===== src/tmc0_pkg.sv =====
package tmc0_pkg;

  localparam int unsigned TMC0_AW = 8;

  // register map
  localparam logic [7:0] TMC0_ADDR_CMP_B = 8'h28;
  localparam logic [7:0] TMC0_ADDR_CMP_A = 8'h29;
  localparam logic [7:0] TMC0_ADDR_CTRL_A = 8'h2A;
  localparam logic [7:0] TMC0_ADDR_SYNC = 8'h2C;
  localparam logic [7:0] TMC0_ADDR_COUNT = 8'h32;
  localparam logic [7:0] TMC0_ADDR_CTRL_B = 8'h33;
  localparam logic [7:0] TMC0_ADDR_FLAGS = 8'h38;

  // field positions
  localparam int unsigned TMC0_SYNC_HOLD_BIT = 7;
  localparam int unsigned TMC0_PRESC_RST_BIT = 0;
  localparam int unsigned TMC0_FORCE_A_BIT = 7;
  localparam int unsigned TMC0_MODE_HI_BIT = 3;
  localparam int unsigned TMC0_FLAG_A_BIT = 4;
  localparam int unsigned TMC0_FLAG_B_BIT = 3;
  localparam int unsigned TMC0_FLAG_OVF_BIT = 1;

  localparam logic [7:0] TMC0_REG_RESET = 8'h00;
  localparam logic [7:0] TMC0_MAX = 8'hFF;
  localparam logic [7:0] TMC0_BOTTOM = 8'h00;

  // waveform modes
  localparam logic [2:0] TMC0_M_NORMAL = 3'h0;
  localparam logic [2:0] TMC0_M_PC_FF = 3'h1;
  localparam logic [2:0] TMC0_M_CTC = 3'h2;
  localparam logic [2:0] TMC0_M_FAST_FF = 3'h3;
  localparam logic [2:0] TMC0_M_PC_A = 3'h5;
  localparam logic [2:0] TMC0_M_FAST_A = 3'h7;

  // clock select codes
  localparam logic [2:0] TMC0_CS_STOP = 3'h0;
  localparam logic [2:0] TMC0_CS_DIV1 = 3'h1;
  localparam logic [2:0] TMC0_CS_DIV8 = 3'h2;
  localparam logic [2:0] TMC0_CS_DIV64 = 3'h3;
  localparam logic [2:0] TMC0_CS_DIV256 = 3'h4;
  localparam logic [2:0] TMC0_CS_DIV1024 = 3'h5;
  localparam logic [2:0] TMC0_CS_EXT_FALL = 3'h6;
  localparam logic [2:0] TMC0_CS_EXT_RISE = 3'h7;

  // prescaler tap masks, a tap fires when all masked bits are one
  localparam logic [9:0] TMC0_TAP8 = 10'h007;
  localparam logic [9:0] TMC0_TAP64 = 10'h03F;
  localparam logic [9:0] TMC0_TAP256 = 10'h0FF;
  localparam logic [9:0] TMC0_TAP1024 = 10'h3FF;

  typedef enum logic [1:0] {
    TMC0_UP = 2'b01,
    TMC0_DOWN = 2'b10
  } tmc0_dir_t;

  typedef struct packed {
    logic sync_hold_mode;
    logic prescaler_reset_bit;
    logic [1:0][1:0] out_action;
    logic [2:0] wave_mode;
    logic [2:0] clock_select_field;
    logic [7:0] count_value;
    logic [1:0][7:0] cmp_active;
    logic [1:0][7:0] cmp_buffer;
    tmc0_dir_t dir;
    logic block_match;
    logic [1:0] match_flag;
    logic overflow_flag;
    logic [1:0] wave_out;
    logic [1:0] wave_en;
    logic [9:0] presc;
    logic [2:0] pin_sync;
    logic pin_level;
    logic tick_q;
    logic [7:0] rd_data;
  } tmc0_state_t;

  localparam tmc0_state_t TMC0_STATE_RESET = '{dir: TMC0_UP, default: '0};

endpackage : tmc0_pkg


===== src/tmc0_timer.sv =====
`timescale 1ns/1ps
// Function
// - counter moves only on cycles where the prescaled count enable is high, or after a counter register write
// - sync hold mode keeps prescaler reset set; clearing it releases counting
// - prescaler reset bit resets prescaler, self-clears unless sync hold
// - nonzero output action field routes waveform to pin; direction set by sw
// - non-pwm actions: 00 off, 01 toggle, 10 clear, 11 set on match
// - fast pwm: 01 reserved except toggle a in mode 7, 10 clear match set bottom, 11 inverse
// - fast pwm, compare equals top: match ignored, bottom action still done
// - phase pwm: 10 clear on up match, set on down; 11 inverse
// - phase pwm, compare equals top: match ignored, action done at top
// - control a bits 3:2 read as zero
// - mode field selects counting sequence and top source
// - compare update: immediate non-pwm, at top phase, at bottom fast
// - overflow flag at max modes 0,2,3; bottom phase; top mode 7
// - in non-pwm modes, force bit is a strobe forcing a match on the waveform only
// - forced match sets no flag and never clears the counter
// - force bits always read as zero
// - clock select: stop, /1, /8, /64, /256, /1024, pin fall, pin rise
// - match flags set on match, cleared by vector ack or writing one
// - counter write blocks the compare match on the next timer clock
module tmc0_timer (
  input wire logic clk,
  input wire logic srst,
  input wire logic [tmc0_pkg::TMC0_AW-1:0] addr,
  input wire logic [7:0] wr_data,
  input wire logic wr_en,
  input wire logic rd_en,
  output logic [7:0] rd_data,
  input wire logic external_count_pin,
  input wire logic ack_match_a,
  input wire logic ack_match_b,
  input wire logic ack_overflow,
  output logic wave_out_a,
  output logic wave_out_b,
  output logic wave_en_a,
  output logic wave_en_b,
  output logic match_flag_a,
  output logic match_flag_b,
  output logic overflow_flag,
  output logic [7:0] count_value,
  output logic timer_count_enable
);
  import tmc0_pkg::*;

  tmc0_state_t s_reg;
  tmc0_state_t s_next;

  always_comb begin
    logic tick;
    logic new_level;
    logic pin_edge;
    logic [7:0] top;
    logic is_fast;
    logic is_pc;
    logic non_pwm;
    logic at_top;
    logic hit;
    logic force_hit;
    logic cmp_top;
    logic wr_sync;
    logic [1:0] ack;
    logic [1:0] clr;
    logic ovf_set;
    tick = 1'b0;
    new_level = s_reg.pin_level;
    pin_edge = 1'b0;
    top = TMC0_MAX;
    is_fast = 1'b0;
    is_pc = 1'b0;
    non_pwm = 1'b0;
    at_top = 1'b0;
    hit = 1'b0;
    force_hit = 1'b0;
    cmp_top = 1'b0;
    wr_sync = wr_en && (addr == TMC0_ADDR_SYNC);
    ack = {ack_match_b, ack_match_a};
    clr = 2'b00;
    ovf_set = 1'b0;
    s_next = s_reg;

    // pin passes three flops; a level counts once the last two agree
    s_next.pin_sync = {s_reg.pin_sync[1:0], external_count_pin};
    if (s_reg.pin_sync[2] == s_reg.pin_sync[1]) begin
      new_level = s_reg.pin_sync[2];
    end
    s_next.pin_level = new_level;

    s_next.presc = s_reg.prescaler_reset_bit ? 10'h000 :
      s_reg.presc + 10'h001;

    case (s_reg.clock_select_field)
      TMC0_CS_STOP: tick = 1'b0;
      TMC0_CS_DIV1: tick = 1'b1;
      TMC0_CS_DIV8: tick = (s_reg.presc & TMC0_TAP8) == TMC0_TAP8;
      TMC0_CS_DIV64: tick = (s_reg.presc & TMC0_TAP64) == TMC0_TAP64;
      TMC0_CS_DIV256: tick = (s_reg.presc & TMC0_TAP256) == TMC0_TAP256;
      TMC0_CS_DIV1024: tick = (s_reg.presc & TMC0_TAP1024) == TMC0_TAP1024;
      TMC0_CS_EXT_FALL: pin_edge = s_reg.pin_level & ~new_level;
      TMC0_CS_EXT_RISE: pin_edge = ~s_reg.pin_level & new_level;
      default: tick = 1'b0;
    endcase
    // a held prescaler reset halts every source, pin edges included
    tick = (tick | pin_edge) & ~s_reg.prescaler_reset_bit;
    s_next.tick_q = tick;

    case (s_reg.wave_mode)
      TMC0_M_PC_FF: is_pc = 1'b1;
      TMC0_M_FAST_FF: is_fast = 1'b1;
      TMC0_M_CTC: top = s_reg.cmp_active[0];
      TMC0_M_PC_A: begin
        is_pc = 1'b1;
        top = s_reg.cmp_active[0];
      end
      TMC0_M_FAST_A: begin
        is_fast = 1'b1;
        top = s_reg.cmp_active[0];
      end
      default: top = TMC0_MAX;
    endcase
    non_pwm = ~is_fast & ~is_pc;
    at_top = s_reg.count_value == top;

    if (tick) begin
      s_next.block_match = 1'b0;
      if (is_pc) begin
        case (s_reg.dir)
          TMC0_UP: begin
            if (at_top) begin
              s_next.dir = TMC0_DOWN;
              s_next.count_value = s_reg.count_value - 8'h01;
              s_next.cmp_active = s_reg.cmp_buffer;
            end else begin
              s_next.count_value = s_reg.count_value + 8'h01;
            end
          end
          TMC0_DOWN: begin
            if (s_reg.count_value == TMC0_BOTTOM) begin
              s_next.dir = TMC0_UP;
              s_next.count_value = s_reg.count_value + 8'h01;
              s_next.overflow_flag = 1'b1;
              ovf_set = 1'b1;
            end else begin
              s_next.count_value = s_reg.count_value - 8'h01;
            end
          end
          default: s_next.dir = TMC0_UP;
        endcase
      end else begin
        s_next.dir = TMC0_UP;
        s_next.count_value = at_top ? TMC0_BOTTOM :
          s_reg.count_value + 8'h01;
        if (s_reg.wave_mode == TMC0_M_FAST_A ? at_top :
            s_reg.count_value == TMC0_MAX) begin
          s_next.overflow_flag = 1'b1;
          ovf_set = 1'b1;
        end
        if (is_fast && at_top) begin
          s_next.cmp_active = s_reg.cmp_buffer;
        end
      end
    end

    for (int i = 0; i < 2; i++) begin
      hit = tick && !s_reg.block_match &&
        (s_reg.count_value == s_reg.cmp_active[i]);
      force_hit = wr_en && (addr == TMC0_ADDR_CTRL_B) && non_pwm &&
        wr_data[TMC0_FORCE_A_BIT - i];
      cmp_top = s_reg.cmp_active[i] == top;
      if (non_pwm && (hit || force_hit)) begin
        case (s_reg.out_action[i])
          2'b01: s_next.wave_out[i] = ~s_reg.wave_out[i];
          2'b10: s_next.wave_out[i] = 1'b0;
          2'b11: s_next.wave_out[i] = 1'b1;
          default: s_next.wave_out[i] = s_reg.wave_out[i];
        endcase
      end else if (is_fast && tick) begin
        if (s_reg.out_action[i][1]) begin
          if (hit && !cmp_top) begin
            s_next.wave_out[i] = s_reg.out_action[i][0];
          end
          if (at_top) begin
            s_next.wave_out[i] = ~s_reg.out_action[i][0];
          end
        end else if (s_reg.out_action[i][0] && i == 0 &&
            s_reg.wave_mode[2] && hit) begin
          // toggle exists for channel a only with compare a as top
          s_next.wave_out[i] = ~s_reg.wave_out[i];
        end
      end else if (is_pc && tick) begin
        if (s_reg.out_action[i][1]) begin
          if (cmp_top) begin
            if (at_top && s_reg.dir == TMC0_UP) begin
              s_next.wave_out[i] = ~s_reg.out_action[i][0];
            end
          end else if (hit) begin
            s_next.wave_out[i] = (s_reg.dir == TMC0_UP) ?
              s_reg.out_action[i][0] : ~s_reg.out_action[i][0];
          end
        end else if (s_reg.out_action[i][0] && i == 0 &&
            s_reg.wave_mode[2] && hit) begin
          s_next.wave_out[i] = ~s_reg.wave_out[i];
        end
      end
      // forced matches never reach the flags or the counter clear
      if (wr_en && addr == TMC0_ADDR_FLAGS) begin
        clr[i] = wr_data[TMC0_FLAG_A_BIT - i];
      end
      // set wins over a clear in the same cycle
      s_next.match_flag[i] = (s_reg.match_flag[i] & ~clr[i] & ~ack[i]) |
        hit;
    end

    if (wr_sync) begin
      s_next.sync_hold_mode = wr_data[TMC0_SYNC_HOLD_BIT];
      s_next.prescaler_reset_bit = wr_data[TMC0_PRESC_RST_BIT];
    end else if (!s_reg.sync_hold_mode) begin
      s_next.prescaler_reset_bit = 1'b0;
    end

    if (wr_en) begin
      case (addr)
        TMC0_ADDR_CTRL_A: begin
          s_next.out_action[0] = wr_data[7:6];
          s_next.out_action[1] = wr_data[5:4];
          s_next.wave_mode[1:0] = wr_data[1:0];
        end
        TMC0_ADDR_CTRL_B: begin
          s_next.wave_mode[2] = wr_data[TMC0_MODE_HI_BIT];
          s_next.clock_select_field = wr_data[2:0];
        end
        TMC0_ADDR_CMP_A, TMC0_ADDR_CMP_B: begin
          // pwm modes stage the value; non-pwm modes load at once
          s_next.cmp_buffer[addr[0] ? 0 : 1] = wr_data;
          if (non_pwm) begin
            s_next.cmp_active[addr[0] ? 0 : 1] = wr_data;
          end
        end
        TMC0_ADDR_COUNT: begin
          s_next.count_value = wr_data;
          s_next.block_match = 1'b1;
        end
        TMC0_ADDR_FLAGS: begin
          if (wr_data[TMC0_FLAG_OVF_BIT]) begin
            s_next.overflow_flag = 1'b0;
          end
        end
        default: s_next.block_match = s_next.block_match;
      endcase
    end
    if (ack_overflow) begin
      s_next.overflow_flag = 1'b0;
    end
    // overflow event outranks a same-cycle clear
    if (ovf_set) begin
      s_next.overflow_flag = 1'b1;
    end

    s_next.wave_en[0] = |s_next.out_action[0];
    s_next.wave_en[1] = |s_next.out_action[1];

    s_next.rd_data = TMC0_REG_RESET;
    if (rd_en) begin
      case (addr)
        TMC0_ADDR_CTRL_A: s_next.rd_data = {s_reg.out_action[0],
          s_reg.out_action[1], 2'b00, s_reg.wave_mode[1:0]};
        TMC0_ADDR_CTRL_B: s_next.rd_data = {4'h0, s_reg.wave_mode[2],
          s_reg.clock_select_field};
        TMC0_ADDR_SYNC: s_next.rd_data = {s_reg.sync_hold_mode, 6'h00,
          s_reg.prescaler_reset_bit};
        TMC0_ADDR_CMP_A: s_next.rd_data = s_reg.cmp_buffer[0];
        TMC0_ADDR_CMP_B: s_next.rd_data = s_reg.cmp_buffer[1];
        TMC0_ADDR_COUNT: s_next.rd_data = s_reg.count_value;
        TMC0_ADDR_FLAGS: s_next.rd_data = {3'h0, s_reg.match_flag[0],
          s_reg.match_flag[1], 1'b0, s_reg.overflow_flag, 1'b0};
        default: s_next.rd_data = TMC0_REG_RESET;
      endcase
    end
  end

  always_ff @(posedge clk) begin
    if (srst) begin
      s_reg <= TMC0_STATE_RESET;
    end else begin
      s_reg <= s_next;
    end
  end

  assign rd_data = s_reg.rd_data;
  assign wave_out_a = s_reg.wave_out[0];
  assign wave_out_b = s_reg.wave_out[1];
  assign wave_en_a = s_reg.wave_en[0];
  assign wave_en_b = s_reg.wave_en[1];
  assign match_flag_a = s_reg.match_flag[0];
  assign match_flag_b = s_reg.match_flag[1];
  assign overflow_flag = s_reg.overflow_flag;
  assign count_value = s_reg.count_value;
  assign timer_count_enable = s_reg.tick_q;

endmodule : tmc0_timer

===== config.mk =====
export PLATFORM = sky130hd
export DESIGN_NAME = tmc0_timer
export DESIGN_NICKNAME = d
export VERILOG_FILES = /design/src/tmc0_pkg.sv /design/src/tmc0_timer.sv
export SDC_FILE = /design/constraint.sdc
export NUM_CORES = 1
export LEC_CHECK = 0
export BUFFER_PORTS_ARGS = -buffer_cell sky130_fd_sc_hd__buf_2
export CAP_MARGIN = 20
export CORE_MARGIN = 5
export CORE_UTILIZATION = 60
export DETAILED_ROUTE_END_ITERATION = 12
export HOLD_SLACK_MARGIN = 0.12
export PLACE_DENSITY = 0.8
export SLEW_MARGIN = 30
export SYNTH_ARGS = -nofsm -noshare
export SYNTH_HDL_FRONTEND = slang
export SYNTH_SLANG_ARGS = --single-unit

===== constraint.sdc =====
create_clock -name clk -period 6.2 [get_ports clk]
set_input_delay 0.31 -clock clk [delete_from_list [all_inputs] [get_ports clk]]
set_output_delay 0.31 -clock clk [all_outputs]
set_load 0.01 [all_outputs]

# Word-level counts from Yosys, hierarchy flattened
# Cells that the tools add are included.
# Widths: inputs -> output; s select.
# word_totals
output_inout_bits	24
register_bits	85
input_bits	24
wordCells	228
# op_classes
n_reduce_logical	43
bitwise	25
n_eq_ne	50
magnitude_cmp	2
n_addsub	3
mux	81
# ops
cell	n
$mux 16	4
$eq 8x6->1 const B	7
$pmux 8 s7	1
$mux 1	51
$mux 50	1
$mux 24	2
$mux 8	6
$eq 8x8->1	5
$bwmux 16	2
$mux 32	1
$eq 3x3->1 const B	7
$logic_and 1x1->1	20
$eq 8x8->1 const B	2
$pmux 8 s2	1
$not 1->1	14
$reduce_or 2->1	7
$eq 3x2->1 const B	4
$ne 3x3->1 const B	4
$ne 4x1->1 const B	3
$add 10x1->10 const B	1
$eq 10x10->1 const B	1
$eq 2x2->1 const B	5
$add 8x1->8 const B	1
$and 1x1->1	8
31 further kinds	46

# Longest topological paths before layout
# depth
ltp_word	15
mapped_depth	12
ltp_nobuf	10

# Worst setup path after synthesis
# Ideal clock, no wire load.
# synth_path
path_kind	register to register
startpoint	reg s_reg[76] in the netlist's numbering
endpoint	reg s_reg (netlist bit wave_out_b)
arrival_ps	2619
required_ps	6077
path_stages_with_launch	11
n_path_buf	2
setup_ps	123
setup_slack_ps	3458
path_cell_list	dfxtp_1 -> buf_6 -> or3b_1 -> buf_6 -> a2111oi_1 -> a221oi_1 -> or4_4 -> and3_4 -> or4_1 -> a31oi_1 -> a211oi_2
# synth_via
elab_chain_cells	11
elab_cells_between_ends	40
classes_between	12 x eq/ne; 10 x mux; 3 x bitwise; 15 x reduce/logical
# synth_rtl
element	line	text
from (decl)	tmc0_timer.sv:46	tmc0_state_t s_reg;
from (signal assigned)	tmc0_timer.sv:285	s_reg <= s_next;
branches (longest 11 deep; another with $mux 8)	n/a	
# Parallel ways; which one is timed is not known. The select of a mux whose other input is x is not followed.
# A chain may end at the register's enable or synchronous reset.

# Final worst setup path
# layout_path
startpoint	reg s_reg[13] in the netlist's numbering
endpoint	reg s_reg[56] in the netlist's numbering
# layout_via
elab_chain_cells	9
elab_cells_between_ends	12
classes_between	4 x eq/ne; 6 x mux; 2 x bitwise
# layout_rtl
element	line	text
$eq 10x10->1, or another cell as far along	tmc0_timer.sv:98	TMC0_CS_DIV1024: tick = (s_reg.presc & TMC0_TAP1024) == TMC0_TAP1024;
$pmux 1 s5 (*)	tmc0_timer.sv:92	case (s_reg.clock_select_field)
$or 1x1->1 (*)	tmc0_timer.sv:104	tick = (tick | pin_edge) & ~s_reg.prescaler_reset_bit;
$and 1x1->1 (*)	tmc0_timer.sv:104	
$mux 24 (*)	tmc0_timer.sv:124	if (tick) begin
$bwmux 16	tmc0_timer.sv:236	s_next.cmp_active[addr[0] ? 0 : 1] = wr_data;
$mux 16	tmc0_timer.sv:235	if (non_pwm) begin
$mux 32	tmc0_timer.sv:222	case (addr)
$mux 50 (*)	tmc0_timer.sv:221	if (wr_en) begin
# Mark *: on every way between the ends. The rest lies on a longest branch, timed or not.

==> summary.txt <==
Critical path
  – Critical path peak fanout: 17
  – Setup crit start: s_reg[13]$_SDFF_PP0_
  – Worst path slowest cell: nor3_4
  – CP most frequent cell: ha_1
  – Setup crit start kind: flop
  – CP Capture Type: flop
  – Required time of the critical path: 6.48 ns
  – CP Buf/Inv Count: 0
  – Setup CP Type: flop to flop
  – Worst path arrival time: 4.01 ns
  – Crit-path cells: ha_1 > ha_1 > and3b_1 > a311oi_1 > o221ai_2 > and2_1 > nand2_1 > nor3_4 > mux2i_1 > a211oi_1
  – Max stage delay on crit path: 0.85 ns
  – Reg-to-Reg Start: s_reg[13]$_SDFF_PP0_
  – Crit path max-delay family: simple AND/OR/NAND/NOR gates

Logic synthesis
  – Unique masters post-synth: 75
  – Number of synthesized flops with an enable pin: 0
  – Avg Cell Area, Syn: 7.87 um^2
  – Synth Register Bits: 85
  – Ys Warns: 0
  – Predominant post-synthesis flop cell: dfxtp_1
  – Ys async rst share: 0%
  – Post-Syn Instances: 680
  – Seq/Total Area, Yosys: 31.8%
  – Synthesized net count: 711
  – Mapped Area: 5350 um^2

GRT
  – Vias in the first global route: 5183
  – Initial antenna violation count: 0
  – GRT overflow: 0
  – First-pass GRT wire length: 26.2 mm
  – Largest net degree at the start of global routing: 65
  – Tot GR Track Use: 29.5%

Flow run
  – Max Cap Violations: 0

STA
  – Pin slew with the least headroom to its limit: 0.983 ns
  – Setup violations, final: 0
  – Clk_skew: 0.0148 ns
  – Setup tns final: 0 ns
  – Slew headroom: 34.3%
  – RSZ-0062 raised after global routing: false
  – Post-route clock period utilization: 60.2%
  – Final hold slack: 0.166 ns
  – Hold Fails Final Rpt: 0
  – Tmin final: 3.73 ns
  – Fmax: 0.268 GHz
  – Max Slew Vio Count: 0

Clock network
  – Clk Tree Root Cell: clkbuf_8
  – Clock sink count: 85
  – Hold buffers post-CTS: 0
  – H-tree levels: 3
  – Clk pin slew, worst setup/hold paths: 0.10 ns
  – Bufs on Longest Clock Path: 2
  – CTS tree: built
  – Gates resized, CTS repair: 0
  – Clk_lat worst skew: 0.38 ns
  – Setup Buffers After CTS: 0
  – CTS buffer count: 9

Routing
  – Number of DRC violations after detailed-routing iteration 0: 698
  – Drt wl/cell: 21.2 um
  – Number of detailed-route iterations in the first pass: 8
  – Residual DRC: 0
  – Detailed Route WL: 16.6 mm
  – Via count: 5438
  – DRT antenna net count: 0
  – Drt via density: 6.95

Die
  – # rows: 34
  – Die Y: 104 um
  – Die Footprint: 10900 um^2
  – Die W: 104 um
  – # IOs: 48
  – Initial core utilization: 61.3%
  – Core area: 8720 um^2

Finish
  – # fillers: 733
  – Area growth syn-to-layout: 4.86%
  – Final Net Count: 701
  – Most frequent cells in the layout: 85 x dfxtp_1, 62 x nor2_1, 59 x nand2_1
  – N_diodes: 0
  – Most common cell after layout, fill and taps aside: dfxtp_1
  – Share of cells above drive strength 1: 11.7%

Power and ir drop
  – VDD IR max: 180 uV
  – Total power: 1.09 mW
  – Power density of the placed cells: 194 nW/um^2
  – P_leak: 2.00 nW

Place
  – Final GP Congestion: 0.948
  – Port Buffer Count: 47
  – Hpwl dp: 11.7 mm

Outcome
  – Status: finished, final reports clean

Worst hold path
  – HP Start: external_count_pin
  – Hold/Removal Path Class: input pin to flop
cell usage after synthesis (13+ instances only):
cell type	n	area share, %
xor2_1	21	3.4
mux2i_1	27	5.1
o21ai_0	22	2.1
inv_1	17	1.2
a211oi_1	23	3.2
nor2_1	62	4.3
dfxtp_1	85	32
nor3_1	14	1.3
buf_4	17	2.4
a21oi_1	53	5.0
nand4_1	13	1.5
nand2_1	59	4.1
clkbuf_1	44	3.1
nand3_1	38	3.6
worst reg2reg max path: stages, from the launching register on:
cell and delay (ns):
dfxtp_1 0.43, ha_1 0.28, ha_1 0.17, and3b_1 0.16, a311oi_1 0.06, o221ai_2 0.40, and2_1 0.59, nand2_1 0.23
nor3_4 0.85, mux2i_1 0.19, a211oi_1 0.29
power by group:
part	internal, mW	leakage [nW]	switching, mW
Combinational	0.0212	1.21	0.0410
Sequential	0.550	0.686	0.00937
Clock	0.233	0.112	0.232
Total	0.805	2.00	0.283
cell families (layout without fill, tap and decap cells):
group | count (synthesis) | in the layout | synth area share, %
compound gates | 181 | 181 | 23.2
fa+ha+maj | 8 | 8 | 1.82
buf+inv | 88 | 83 | 7.88
flops | 85 | 85 | 31.8
xor+xnor | 31 | 31 | 5.07
simple gates | 260 | 260 | 25.2
mux | 27 | 27 | 5.05
cell type report:
cell class	instances	area, um^2	area share, %
clock inverter	7	105	1.87
inverter	18	67.6	1.20
tap	108	135	2.41
timing repair buffer	49	250	4.46
clock buffer	9	124	2.21
multi-input combinational	507	3230	57.5
sequential	85	1700	30.3
path summary, 6_finish.rpt:
kind	end	slack [ns]	cells after the start
worst min register to register	s_next[12]$_SDFF_PP0_	0.45	1
worst max-delay path	s_reg[56]$_SDFF_PP0_	2.47	10
worst min-delay path	s_next[11]$_SDFF_PP0_	0.17	2
worst max register to register	s_reg[56]$_SDFF_PP0_	2.47	10
stage by stage:
stage | instance area, um^2 | util (%) | instances | setup WS, ns
global route | 5610 | 64.3 | 783 | 2.16
floorplan | 5350 | - | 680 | 3.46
CTS | 5610 | 64.3 | 783 | 2.53
finish | 5610 | 64.3 | 783 | 2.47
global placement | 5380 | 61.7 | 767 | 2.76
detailed placement | 5380 | 61.7 | 767 | 2.55
metal layers:
| metal | GRT usage (%) | wire length (um) |
|---|---|---|
| met4 | 15.5 | 994 |
| met1 | 37.1 | 6420 |
| met5 | 0 | 0 |
| met2 | 46.9 | 7540 |
| met3 | 6.46 | 1680 |
Power figures use the tool's default switching activity.
